**config.mk**
```make
export PLATFORM = sky130hd
export DESIGN_NAME = dps_detail_framer
export DESIGN_NICKNAME = d
export VERILOG_FILES = /design/src/dps_pkg.sv /design/src/dps_detail_framer.sv
export SDC_FILE = /design/constraint.sdc
export NUM_CORES = 2
export LEC_CHECK = 0
export BUFFER_PORTS_ARGS = -buffer_cell sky130_fd_sc_hd__buf_2
export CORE_MARGIN = 1.5
export CORE_UTILIZATION = 60
export CTS_BUF_LIST = sky130_fd_sc_hd__clkbuf_4
export CTS_CLUSTER_DIAMETER = 100
export DETAILED_ROUTE_END_ITERATION = 10
export HOLD_SLACK_MARGIN = 0.1
export PLACE_DENSITY_LB_ADDON = 0.05
export SLEW_MARGIN = 0
export SYNTH_ARGS = -nofsm -noshare
export SYNTH_HDL_FRONTEND = slang
export SYNTH_SLANG_ARGS = --single-unit
```
**constraint.sdc**
```tcl
create_clock -name CORE_CLK -period 5.4 [get_ports CORE_CLK]
set_input_delay 1.08 -clock CORE_CLK [delete_from_list [all_inputs] [get_ports CORE_CLK]]
set_output_delay 1.08 -clock CORE_CLK [all_outputs]
set_load 0.005 [all_outputs]
```
**src/dps_pkg.sv**
```systemverilog
// Purpose: constants for the detail preamble signalling framer
// Assumes: classic Wishbone slave, 32-bit data, byte addresses
// Notes:   field widths are implementation choices
//
// What this block does
// RULE_01 - send a four-bit structure edition field in every frame
// RULE_02 - reserved bits carry software content; edition unchanged by that
// RULE_03 - bonded stream count excludes the stream being transmitted
// RULE_04 - seconds and milliseconds sent only with time flag, always together
// RULE_05 - micro and nano parts nest under coarser parts and the time flag
// RULE_06 - mixed flag set forces all-multi-antenna flag clear for that subframe
// RULE_07 - subframe symbol count sent as symbols minus one
// RULE_08 - subframe pipe count sent as pipes minus one
// RULE_09 - pipe identifier limited to zero through sixty-three
// RULE_10 - low-level-signalling flag taken per identifier, same in every subframe
// RULE_11 - one carrier reduction value per subframe, covering all its symbols
// RULE_12 - enhanced layer pipe repeats the interleave mode of its core pipe
// RULE_13 - modulation code uses one code set for single and multi antenna
// RULE_14 - pipe bonded channel count excludes the present channel, zero means none
// RULE_15 - bonding format bit selects plain or averaging bonding
// RULE_16 - per-subframe bit tells frequency interleaver enabled or bypassed
// RULE_17 - two-bit time flag gives presence and precision of time fields
// RULE_18 - block ends with CRC-32 over all preceding bits
// RULE_19 - subframe group once per subframe, pipe group count-plus-one times

package dps_pkg;

    // ****************************************************************
    // register byte addresses
    // ****************************************************************
    localparam logic [7:0] ADR_CTRL  = 8'h00;
    localparam logic [7:0] ADR_FRAME = 8'h04;
    localparam logic [7:0] ADR_TSEC  = 8'h08;
    localparam logic [7:0] ADR_TSUB  = 8'h0C;
    localparam logic [7:0] ADR_SFSEL = 8'h10;
    localparam logic [7:0] ADR_SFDAT = 8'h14;
    localparam logic [7:0] ADR_PSEL  = 8'h18;
    localparam logic [7:0] ADR_PDAT  = 8'h1C;
    localparam logic [7:0] ADR_LLS0  = 8'h20;
    localparam logic [7:0] ADR_LLS1  = 8'h24;
    localparam logic [7:0] ADR_CRC   = 8'h28;

    // ****************************************************************
    // register masks, checksum start value and polynomial
    // ****************************************************************
    localparam logic [31:0] FRAME_MASK = 32'hFFFF_777F;
    localparam logic [31:0] TSUB_MASK  = 32'h3FFF_FFFF;
    localparam logic [31:0] SF_MASK    = 32'h01FF_FFFF;
    localparam logic [31:0] PIPE_MASK  = 32'h0001_FFFF;
    localparam logic [31:0] CRC_INIT   = 32'hFFFF_FFFF;
    localparam logic [31:0] CRC_POLY   = 32'h04C1_1DB7;

    // ****************************************************************
    // field widths on the serial stream
    // ****************************************************************
    localparam logic [5:0] W_EDITION = 6'h04;
    localparam logic [5:0] W_BOND    = 6'h03;
    localparam logic [5:0] W_SEC     = 6'h20;
    localparam logic [5:0] W_SUBSEC  = 6'h0A;
    localparam logic [5:0] W_RSVD    = 6'h10;
    localparam logic [5:0] W_FLAG    = 6'h01;
    localparam logic [5:0] W_CRED    = 6'h03;
    localparam logic [5:0] W_NSYM    = 6'h0B;
    localparam logic [5:0] W_NPIPE   = 6'h06;
    localparam logic [5:0] W_PID     = 6'h06;
    localparam logic [5:0] W_MOD     = 6'h04;
    localparam logic [5:0] W_TI      = 6'h02;
    localparam logic [5:0] W_CRC     = 6'h20;

    // time flag codes
    localparam logic [1:0] TF_NONE = 2'h0;
    localparam logic [1:0] TF_US   = 2'h2;
    localparam logic [1:0] TF_NS   = 2'h3;

    // last step index of each field group
    localparam logic [2:0] HDR_LAST  = 3'h6;
    localparam logic [2:0] SF_LAST   = 3'h5;
    localparam logic [2:0] PIPE_LAST = 3'h5;

    typedef enum logic [2:0] {
        ST_IDLE = 3'b000,
        ST_HDR  = 3'b001,
        ST_SF   = 3'b011,
        ST_PIPE = 3'b010,
        ST_CRC  = 3'b110
    } dps_state_e;

endpackage

```
**src/dps_detail_framer.sv**
```systemverilog
// Purpose: serialises detail preamble signalling of one frame
// Assumes: tables loaded over Wishbone before start
// Notes:   one stream bit per cycle, MSB first, bubble between fields

`timescale 1ns/1ps
`default_nettype none

module dps_detail_framer
    import dps_pkg::*;
#(
    parameter int SF_AW = 3,
    parameter int P_AW  = 6
) (
    input  wire logic        CORE_CLK,
    input  wire logic        RST,
    input  wire logic [7:0]  WB_ADR_I,
    input  wire logic [31:0] WB_DAT_I,
    input  wire logic [3:0]  WB_SEL_I,
    input  wire logic        WB_WE_I,
    input  wire logic        WB_CYC_I,
    input  wire logic        WB_STB_I,
    output logic      [31:0] WB_DAT_O,
    output logic             WB_ACK_O,
    output logic             DET_BIT,
    output logic             DET_VALID,
    output logic             DET_LAST,
    output logic             DET_BUSY
);

    if (SF_AW < 1 || SF_AW > 3 || P_AW < 1 || P_AW > 6) begin : g_chk
        $error("dps_detail_framer: table address width out of range");
    end

    // ****************************************************************
    // storage
    // ****************************************************************
    logic [31:0]      sf_mem [2**SF_AW];
    logic [31:0]      p_mem  [2**P_AW];
    logic [31:0]      frame_r;
    logic [31:0]      tsec_r;
    logic [31:0]      tsub_r;
    logic [63:0]      lls_r;
    logic [SF_AW-1:0] sfsel_r;
    logic [P_AW-1:0]  psel_r;
    logic [31:0]      crc_last_r;
    logic [7:0]       frm_cnt_r;

    dps_state_e       state_r;
    logic [2:0]       step_r;
    logic [SF_AW-1:0] sf_r;
    logic [5:0]       pn_r;
    logic [P_AW-1:0]  pp_r;
    logic [31:0]      sh_r;
    logic [5:0]       left_r;
    logic [31:0]      crc_r;
    logic [1:0]       core_ti_r;

    // ****************************************************************
    // bus decode
    // ****************************************************************
    logic       wb_hit;
    logic       wr;
    logic       cfg_wr;
    logic [7:0] wa;
    logic       start_p;

    assign wb_hit  = WB_CYC_I && WB_STB_I && !WB_ACK_O;
    assign wr      = wb_hit && WB_WE_I;
    assign wa      = {WB_ADR_I[7:2], 2'b00};
    // config is frozen while a frame is being sent
    assign cfg_wr  = wr && (state_r == ST_IDLE);
    assign start_p = cfg_wr && (wa == ADR_CTRL) && WB_SEL_I[0] && WB_DAT_I[0];

    function automatic logic [31:0] merge(input logic [31:0] o,
                                          input logic [31:0] n,
                                          input logic [3:0]  s);
        logic [31:0] m;
        m = o;
        for (int i = 0; i < 4; i++) begin
            if (s[i]) begin
                m[8*i +: 8] = n[8*i +: 8];
            end
        end
        return m;
    endfunction

    // count minus one, held at zero
    function automatic logic [11:0] dec_sat(input logic [11:0] v);
        return (v == 12'h000) ? 12'h000 : v - 12'h001;
    endfunction

    // ****************************************************************
    // register writes
    // ****************************************************************
    always_ff @(posedge CORE_CLK) begin
        if (RST) begin
            frame_r <= 32'h0000_0000;
            tsec_r  <= 32'h0000_0000;
            tsub_r  <= 32'h0000_0000;
            lls_r   <= 64'h0000_0000_0000_0000;
            sfsel_r <= '0;
            psel_r  <= '0;
        end else if (cfg_wr) begin
            unique case (wa)
                ADR_FRAME: frame_r <= merge(frame_r, WB_DAT_I, WB_SEL_I) & FRAME_MASK;
                ADR_TSEC:  tsec_r  <= merge(tsec_r, WB_DAT_I, WB_SEL_I);
                ADR_TSUB:  tsub_r  <= merge(tsub_r, WB_DAT_I, WB_SEL_I) & TSUB_MASK;
                ADR_SFSEL: sfsel_r <= WB_SEL_I[0] ? WB_DAT_I[SF_AW-1:0] : sfsel_r;
                ADR_PSEL:  psel_r  <= WB_SEL_I[0] ? WB_DAT_I[P_AW-1:0] : psel_r;
                ADR_LLS0:  lls_r[31:0]  <= merge(lls_r[31:0], WB_DAT_I, WB_SEL_I);
                ADR_LLS1:  lls_r[63:32] <= merge(lls_r[63:32], WB_DAT_I, WB_SEL_I);
                default: ;
            endcase
        end
    end

    always_ff @(posedge CORE_CLK) begin
        if (cfg_wr && wa == ADR_SFDAT) begin
            sf_mem[sfsel_r] <= merge(sf_mem[sfsel_r], WB_DAT_I, WB_SEL_I) & SF_MASK;
        end
        if (cfg_wr && wa == ADR_PDAT) begin
            p_mem[psel_r] <= merge(p_mem[psel_r], WB_DAT_I, WB_SEL_I) & PIPE_MASK;
        end
    end

    // ****************************************************************
    // bus answer: one wait state, unmapped reads zero
    // ****************************************************************
    logic [31:0] rdata;

    always_comb begin
        unique case (wa)
            ADR_CTRL:  rdata = {16'h0000, frm_cnt_r, 7'h00, state_r != ST_IDLE};
            ADR_FRAME: rdata = frame_r;
            ADR_TSEC:  rdata = tsec_r;
            ADR_TSUB:  rdata = tsub_r;
            ADR_SFSEL: rdata = 32'(sfsel_r);
            ADR_SFDAT: rdata = sf_mem[sfsel_r];
            ADR_PSEL:  rdata = 32'(psel_r);
            ADR_PDAT:  rdata = p_mem[psel_r];
            ADR_LLS0:  rdata = lls_r[31:0];
            ADR_LLS1:  rdata = lls_r[63:32];
            ADR_CRC:   rdata = crc_last_r;
            default:   rdata = 32'h0000_0000;
        endcase
    end

    always_ff @(posedge CORE_CLK) begin
        if (RST) begin
            WB_ACK_O <= 1'b0;
            WB_DAT_O <= 32'h0000_0000;
        end else begin
            WB_ACK_O <= wb_hit;
            WB_DAT_O <= (wb_hit && !WB_WE_I) ? rdata : 32'h0000_0000;
        end
    end

    // ****************************************************************
    // field view of the current table entries
    // ****************************************************************
    logic [31:0] sfw;
    logic [31:0] pw;
    logic [1:0]  tflag;
    logic [2:0]  nsub_m1;
    logic [11:0] sf_nsym;
    logic [6:0]  sf_np;
    logic        sf_mixed;
    logic [5:0]  pn_m1;
    logic [5:0]  p_id;
    logic        p_enh;
    logic [2:0]  p_chan;

    assign sfw      = sf_mem[sf_r];
    assign pw       = p_mem[pp_r];
    assign tflag    = frame_r[5:4];
    assign nsub_m1  = frame_r[14:12];
    assign sf_mixed = sfw[1];
    assign sf_nsym  = sfw[16:5];
    assign sf_np    = sfw[24:18];
    assign pn_m1    = 6'(dec_sat({5'h00, sf_np}));
    assign p_id     = pw[5:0];
    assign p_enh    = pw[12];
    assign p_chan   = pw[15:13];

    // ****************************************************************
    // next field selection
    // ****************************************************************
    logic [31:0] f_val;
    logic [5:0]  f_w;
    logic        f_use;
    logic        ld;

    always_comb begin
        f_val = 32'h0000_0000;
        f_w   = W_FLAG;
        f_use = 1'b0;
        unique case (state_r)
            ST_HDR: begin
                f_use = 1'b1;
                unique case (step_r)
                    3'h0: begin f_val = 32'(frame_r[3:0]); f_w = W_EDITION; end // [RULE_01]
                    3'h1: begin // [RULE_03]
                        f_val = 32'(3'(dec_sat({9'h000, frame_r[10:8]})));
                        f_w   = W_BOND;
                    end
                    3'h2: begin // [RULE_04] [RULE_17]
                        f_val = tsec_r;
                        f_w   = W_SEC;
                        f_use = (tflag != TF_NONE);
                    end
                    3'h3: begin // [RULE_04]
                        f_val = 32'(tsub_r[9:0]);
                        f_w   = W_SUBSEC;
                        f_use = (tflag != TF_NONE);
                    end
                    3'h4: begin // [RULE_05]
                        f_val = 32'(tsub_r[19:10]);
                        f_w   = W_SUBSEC;
                        f_use = (tflag >= TF_US);
                    end
                    3'h5: begin // [RULE_05]
                        f_val = 32'(tsub_r[29:20]);
                        f_w   = W_SUBSEC;
                        f_use = (tflag == TF_NS);
                    end
                    // reserved space filled by software [RULE_02]
                    default: begin f_val = 32'(frame_r[31:16]); f_w = W_RSVD; end
                endcase
            end
            ST_SF: begin
                f_use = 1'b1;
                unique case (step_r)
                    3'h0: f_val = 32'(sfw[0] && !sf_mixed); // [RULE_06]
                    3'h1: f_val = 32'(sf_mixed); // [RULE_06]
                    3'h2: begin f_val = 32'(sfw[4:2]); f_w = W_CRED; end // [RULE_11]
                    3'h3: begin // [RULE_07]
                        f_val = 32'(11'(dec_sat(sf_nsym)));
                        f_w   = W_NSYM;
                    end
                    3'h4: f_val = 32'(sfw[17]); // [RULE_16]
                    default: begin f_val = 32'(pn_m1); f_w = W_NPIPE; end // [RULE_08]
                endcase
            end
            ST_PIPE: begin
                f_use = 1'b1;
                unique case (step_r)
                    3'h0: begin f_val = 32'(p_id); f_w = W_PID; end // [RULE_09]
                    3'h1: f_val = 32'(lls_r[p_id]); // [RULE_10]
                    3'h2: begin f_val = 32'(pw[9:6]); f_w = W_MOD; end // [RULE_13]
                    3'h3: begin // [RULE_12]
                        f_val = 32'(p_enh ? core_ti_r : pw[11:10]);
                        f_w   = W_TI;
                    end
                    3'h4: begin // [RULE_14]
                        f_val = 32'(3'(dec_sat({9'h000, p_chan})));
                        f_w   = W_BOND;
                    end
                    default: begin // [RULE_15]
                        f_val = 32'(pw[16]);
                        f_use = (p_chan > 3'h1);
                    end
                endcase
            end
            ST_CRC: begin
                f_val = crc_r;
                f_w   = W_CRC;
                f_use = (step_r == 3'h0); // [RULE_18]
            end
            default: ;
        endcase
    end

    assign ld = (left_r == 6'h00) && f_use;

    // ****************************************************************
    // shifter and checksum
    // ****************************************************************
    logic [31:0] crc_nxt;

    assign crc_nxt = {crc_r[30:0], 1'b0} ^ ((crc_r[31] ^ sh_r[31]) ? CRC_POLY : 32'h0000_0000);

    always_ff @(posedge CORE_CLK) begin
        if (RST) begin
            sh_r   <= 32'h0000_0000;
            left_r <= 6'h00;
            crc_r  <= CRC_INIT;
        end else if (left_r != 6'h00) begin
            sh_r   <= {sh_r[30:0], 1'b0};
            left_r <= left_r - 6'h01;
            // last pipe field may still shift at checksum step zero
            if (state_r != ST_CRC || step_r == 3'h0) begin
                crc_r <= crc_nxt; // [RULE_18]
            end
        end else if (start_p) begin
            crc_r <= CRC_INIT;
        end else if (ld) begin
            sh_r   <= f_val << (6'h20 - f_w);
            left_r <= f_w;
        end
    end

    always_ff @(posedge CORE_CLK) begin
        if (RST) begin
            core_ti_r <= 2'h0;
        end else if (ld && state_r == ST_PIPE && step_r == 3'h3 && !p_enh) begin
            core_ti_r <= pw[11:10]; // [RULE_12]
        end
    end

    // ****************************************************************
    // sequencer
    // ****************************************************************
    always_ff @(posedge CORE_CLK) begin
        if (RST) begin
            state_r <= ST_IDLE;
            step_r  <= 3'h0;
            sf_r    <= '0;
            pn_r    <= 6'h00;
            pp_r    <= '0;
        end else if (left_r == 6'h00) begin
            unique case (state_r)
                ST_IDLE: begin
                    if (start_p) begin
                        state_r <= ST_HDR;
                        step_r  <= 3'h0;
                        sf_r    <= '0;
                        pp_r    <= '0;
                    end
                end
                ST_HDR: begin
                    step_r <= step_r + 3'h1;
                    if (step_r == HDR_LAST) begin
                        state_r <= ST_SF;
                        step_r  <= 3'h0;
                    end
                end
                ST_SF: begin
                    step_r <= step_r + 3'h1;
                    if (step_r == SF_LAST) begin
                        state_r <= ST_PIPE;
                        step_r  <= 3'h0;
                        pn_r    <= 6'h00;
                    end
                end
                ST_PIPE: begin
                    step_r <= step_r + 3'h1;
                    if (step_r == PIPE_LAST) begin // [RULE_19]
                        step_r <= 3'h0;
                        pp_r   <= pp_r + 1'b1;
                        pn_r   <= pn_r + 6'h01;
                        if (pn_r == pn_m1) begin
                            state_r <= (3'(sf_r) == nsub_m1) ? ST_CRC : ST_SF;
                            sf_r    <= sf_r + 1'b1;
                        end
                    end
                end
                ST_CRC: begin
                    step_r <= 3'h1;
                    if (step_r != 3'h0) begin
                        state_r <= ST_IDLE;
                    end
                end
                default: state_r <= ST_IDLE;
            endcase
        end
    end

    always_ff @(posedge CORE_CLK) begin
        if (RST) begin
            frm_cnt_r  <= 8'h00;
            crc_last_r <= 32'h0000_0000;
        end else if (state_r == ST_CRC && ld) begin
            frm_cnt_r  <= frm_cnt_r + 8'h01;
            crc_last_r <= crc_r;
        end
    end

    // ****************************************************************
    // stream outputs
    // ****************************************************************
    always_ff @(posedge CORE_CLK) begin
        if (RST) begin
            DET_BIT   <= 1'b0;
            DET_VALID <= 1'b0;
            DET_LAST  <= 1'b0;
            DET_BUSY  <= 1'b0;
        end else begin
            DET_BIT   <= (left_r != 6'h00) && sh_r[31];
            DET_VALID <= (left_r != 6'h00);
            DET_LAST  <= (left_r == 6'h01) && (state_r == ST_CRC) && (step_r != 3'h0);
            DET_BUSY  <= (state_r != ST_IDLE) || start_p;
        end
    end
endmodule

`default_nettype wire

```
**Word-level counts from Yosys, hierarchy flattened**

Memory sizes are Yosys's and may differ from the RTL's. A register that Yosys moved wholly into a read port is not among the register bits.
Cells that the tools add are included.

- Reductions and logical operators: 79
- Bitwise logic cells: 4
- Multiplexer cells: 76
- Add/sub/neg operators: 11
- Shift operators: 1
- Eq/ne operators: 33
- Divide/modulo/power cells: 0
- Multiply operators: 0
- Order comparisons: 3

Operators with widths:

| operator | number |
|---|---|
| case mux 32 bit (11 select lines) | 1 |
| two-way mux 32 bit | 6 |
| case mux 32 bit (6 select lines) | 1 |
| case mux 32 bit (4 select lines) | 1 |
| two-way mux 8 bit | 10 |
| two-way mux 6 bit | 12 |
| AND reduction 3 bit | 23 |
| case mux 11 bit (5 select lines) | 1 |
| two-way mux 3 bit | 18 |
| case mux 6 bit (4 select lines) | 2 |
| left shift 32 x 6 -> 32 bit | 1 |
| bitwise XOR 32 x 27 -> 32 bit | 1 |
| case mux 6 bit (5 select lines) | 1 |
| two-way mux 27 bit | 1 |
| == test 6 x 3 -> 1 bit (second input constant) | 4 |
| case mux 3 bit (4 select lines) | 2 |
| case mux 6 bit (2 select lines) | 2 |
| logical AND 1 bit | 19 |
| == test 6 x 4 -> 1 bit (second input constant) | 3 |
| case mux 3 bit (5 select lines) | 1 |
| adder 6 x 1 -> 6 bit (second input constant) | 2 |
| == test 3 x 2 -> 1 bit (second input constant) | 4 |
| == test 3 bit (second input constant) | 4 |
| == test 6 x 1 -> 1 bit (second input constant) | 2 |
| other kinds (45) | 85 |

- Output and inout port bits: 37
- Latch bits: 0
- Memories: 2
- Bits in registers: 334
- Bits in read-only memories: 0
- Bits of input ports: 49
- Memory bits (writable): 1288

Memory list:

| memory | depth | bits a word | rd ports | clocked after Yosys merged registers in | write ports | RTL line | text |
|---|---|---|---|---|---|---|---|
| p_mem | 64 | 17 | 2 | 2 | 1 | dps_detail_framer.sv:38 | `logic [31:0] p_mem [2**P_AW];` |
| sf_mem | 8 | 25 | 2 | 2 | 1 | dps_detail_framer.sv:37 | `logic [31:0] sf_mem [2**SF_AW];` |

**Depth between registers and ports, before layout**

- Word-level depth: 11
- Depth in mapped cells: 22

**Worst setup path after synthesis**

No wires, ideal clock.

- Path kind: input port to flip-flop
- From: in WB_ADR_I[3]
- To: mem sf_mem[1][0] in the netlist's numbering (enable)
- Slack: 917 ps
- Required time: 4962 ps
- Library setup time: 438 ps
- Path buffers: 2
- Arrival: 4045 ps
- Cell stages on the path: 6
- Cells stage by stage: clkbuf_1 -> nand2b_1 -> nor2_1 -> clkbuf_1 -> nand3_1 -> nor3_1

- Longest elaborated chain between the ends: 4

Ends and longest elaborated chain:

| element | RTL line | text |
|---|---|---|
| start: declaration | dps_detail_framer.sv:16 | `input wire logic [7:0] WB_ADR_I,` |
| == test 6 x 3 -> 1 bit | dps_detail_framer.sv:118 | `if (cfg_wr && wa == ADR_SFDAT) begin` |
| logical AND 1 bit | dps_detail_framer.sv:118 |  |
| two-way mux 1 bit | dps_detail_framer.sv:118 |  |
| two-way mux 1 bit (implied by the code) | dps_detail_framer.sv:119 | `sf_mem[sfsel_r] <= merge(sf_mem[sfsel_r], WB_DAT_I, WB_SEL_I) & SF_MASK;` |
| end: declaration | dps_detail_framer.sv:37 |  |

Every way passes these cells.

==> results.yml <==
run_status:
  outcome: "completed"
logic_synthesis:
  synthAdderAreaFrac_pct: 0.225
  synth_top_family_by_area: "multiplexers"
  yosysWarnings: 0
  syn_avg_cell_area_sq_um: 16.0
  yosysTopAreaCell: "edfxtp_1"
  synth.net_count: 4941
  synth_top_area_share_pct: 49.7
  async_flop_share_pct: 0
  yosys.area_share.simple_pct: 5.47
  syn_area_sq_um: 77900
  synth-edff-count: 1288
  synth_compound_area_share_pct: 5.36
  ys_seq_area_share_pct: 58.7
  synthXorXnorAreaFrac_pct: 0.617
  postSynthCellCount: 4878
  ys_ff_latch: 1640
  yosys-top-cells-area: "edfxtp_1 50%, mux4_2 22%, dfxtp_1 9.0%"
  muxShareOfSynthArea_pct: 27.4
  synth-main-ff-cell: "edfxtp_1"
  yosysUniqueCellTypes: 96
cts:
  cts_tree: "yes"
  clock_latency_ps: 1350
  hold_buffers: 27
  cts.path.max_buffers: 4
  cts_resized: 0
  cts_made_buffers: 426
  cts-root-buf: "clkbuf_4"
  post_cts_buffers: 0
  clock-sinks: 1640
  htree_levels: 5
  clk_pin_slew_worst_paths_ps: 70
global_routing:
  antenna_found_initial: 8
  grt_first_pass_wirelength_microns: 347000
  grt_usage_pct: 37.3
  grt_pass1_vias: 50700
  grt_max_degree: 96
  grt_overflow_total: 0
timing:
  rsz0062_at_grt: "no"
  tightest_slew_ps: 1260
  max_freq_ghz: 0.200
  min_period_over_period_pct: 92.6
  setup_tns_ps: 0
  setup_viol: 0
  post-route-min-period_ps: 5000
  hold_viol: 0
  relSlewSlack_pct: 15.8
  fin_skew_ps: 97.8
  finalMaxSlewViolations: 0
job:
  maxCapViolations: 0
pwr:
  combPwrFrac_pct: 4.9
  intPower_mw: 19.3
  p_leak_nw: 27.1
  p_sw_share_pct: 24.0
  power.switching_mw: 6.08
  vdd_drop_max_mv: 0.414
  power_frac_clock_pct: 40.5
  pwr_density_cell_nw_per_um2: 291
  seqPwrFrac_pct: 54.6
placement:
  portBuffers: 83
  gp_congestion: 1.01
  hpwl_microns: 161000
  placed_area_sq_um: 81700
cells_and_area:
  nets: 5416
  utilization_pct: 67.5
  synthToLayoutAreaGrowth_pct: 11.9
  drive_above_1_share_pct: 35.3
  finalInstanceArea_sq_um: 87100
worst_hold_path:
  min_path_type: "primary input to flop"
routing:
  antenna_left: 0
  drt_iter0_markers: 6936
  vias_per_cell: 6.84
  drc_errors: 0
  detail_route.wl_per_cell_microns: 32.8
  routed_wl_microns: 244000
  vias: 50700
  dr.pass1.iters: 9
setup_path:
  cp.required_ps: 6620
  cp_data_arrival_time_ps: 6220
  reg2regPathDepth: 14
  r2r-end: "sh_r[15]$_SDFFE_PP0P_"
  cp_max_fo: 52
  crit_path_end: "sh_r[15]$_SDFFE_PP0P_"
  start_kind: "flop"
  r2r_slack_ps: 400
  end_kind: "flop"
  crit_type: "flop to flop"
die:
  core.rowCount: 132
  design.die.area_sq_um: 132000
  die_x_microns: 363
  placeableCoreArea_sq_um: 129000
  die_y_microns: 363
  initial_core_util_pct: 60.3
  ioPinCount: 86
==> power groups by stage <==
| stage | sequential, mW | clock, mW | combinational (mW) |
|---|---|---|---|
| final | 13.8 | 10.3 | 1.25 |
| after global routing | 13.8 | 11.1 | 1.36 |
| after CTS | 13.8 | 10.4 | 1.23 |
| after detailed placement | 14.1 | 0 | 1.21 |
| after global placement | 14.1 | 0 | 1.19 |
| after floorplan | 14.1 | 0 | 0.800 |
==> per-stage QoR <==
step / worst slack, ps / hold slack, ps / total power [mW] / std cells
6_report: 397 / 265 / 25.4 / 7413
5_1_grt: 234 / 169 / 26.3 / 7407
4_1_cts: 530 / 115 / 25.5 / 7402
3_5_place_dp: 545 / 455 / 15.3 / 6640
3_3_place_gp: 540 / 445 / 15.3 / 6640
2_1_floorplan: 917 / 421 / 14.9 / 4878
==> cell type report <==
class	count	area (sq um)
Multi-Input combinational cell	2857	30700
Clock buffer	614	4610
Antenna cell	11	27.5
Inverter	26	97.6
Timing Repair Buffer	402	3290
Sequential cell	1640	45800
Tap cell	1742	2180
Fill cell	9197	42000
Clock inverter	121	489
==> critical path, cell delays in order (launching register included) <==
cell and delay (ps):
dfxtp_4 530, buf_4 720, mux4_2 360, mux4_2 260, a22o_1 410, nor2_1 80
nand2_1 170, a211oi_1 60, a2bb2oi_1 170, o21a_1 260, nor2_1 630, nand2_1 280
nor2_1 630, a221oi_1 160, o22ai_1 180
==> state kept, by name, indices dropped and copies added, names as in the netlist, 8 cells and up, named ones only <==
name,flops
crc_last_r,32
tsub_r,30
sh_r,32
tsec_r,32
p_mem,1088
crc_r,32
frm_cnt_r,8
sf_mem,200
frame_r,29
lls_r,64
WB_DAT_O,32
==> how the worst min path moves through the flow <==
stage	cells after the start	start	end
detailed placement	2	crc_last_r[28]$_SDFFE_PP0P_	crc_last_r[28]$_SDFFE_PP0P_
floorplan	2	sh_r[24]$_SDFFE_PP0P_	sh_r[25]$_SDFFE_PP0P_
global placement	2	crc_last_r[26]$_SDFFE_PP0P_	crc_last_r[26]$_SDFFE_PP0P_
CTS	3	WB_DAT_I[24]	lls_r[24]$_SDFFE_PP0P_
finish	3	WB_DAT_I[24]	frame_r[24]$_SDFFE_PP0P_
global route	3	WB_DAT_I[15]	tsub_r[15]$_SDFFE_PP0P_
==> layer usage <==
metal	share of wire, %	GRT usage [%]	wire [microns]
met5	0.015	0	37
met4	7.5	25.1	18300
met3	10	8.13	24700
met2	47	58.1	115000
met1	35	47.3	85700
==> synth_stat cells, drive strengths merged, types with 8 or more instances <==
master / count
nand3: 70
nor3: 53
mux2i: 311
nor3b: 11
nor2b: 14
a221oi: 23
or3: 11
a22oi: 95
dfxtp: 352
mux2: 102
nand4: 13
o22ai: 49
a222oi: 17
mux4: 759
a31oi: 9
o31ai: 12
clkbuf: 230
and2: 13
o21a: 8
edfxtp: 1288
a21oi: 190
inv: 22
buf: 125
nand2: 300
ha: 14
and3: 24
a211oi: 23
nor2: 433
o211ai: 10
xor2: 38
o21ai: 112
xnor2: 16
a22o: 14
nand2b: 17
==> placed cells by master (no fill, tap or decap), drive strengths merged, types with 95 or more instances in the layout <==
cell type  count
nand2        300
mux2i        311
dfxtp        352
mux4         759
clkbuf       615
mux2         102
edfxtp      1288
a22oi         95
o21ai        112
a21oi        190
nor2         433
clkinv       123
buf          374
==> kinds of logic after synthesis <==
logic type,count (synthesis)
AO/OA/AOI/OAI,631
XOR/XNOR,54
adder cells (fa/ha/maj),14
buffers and inverters,381
flip-flops,1640
multiplexers,1172
AND/OR/NAND/NOR,986
Note: power is estimated with default switching activity, not from simulation.
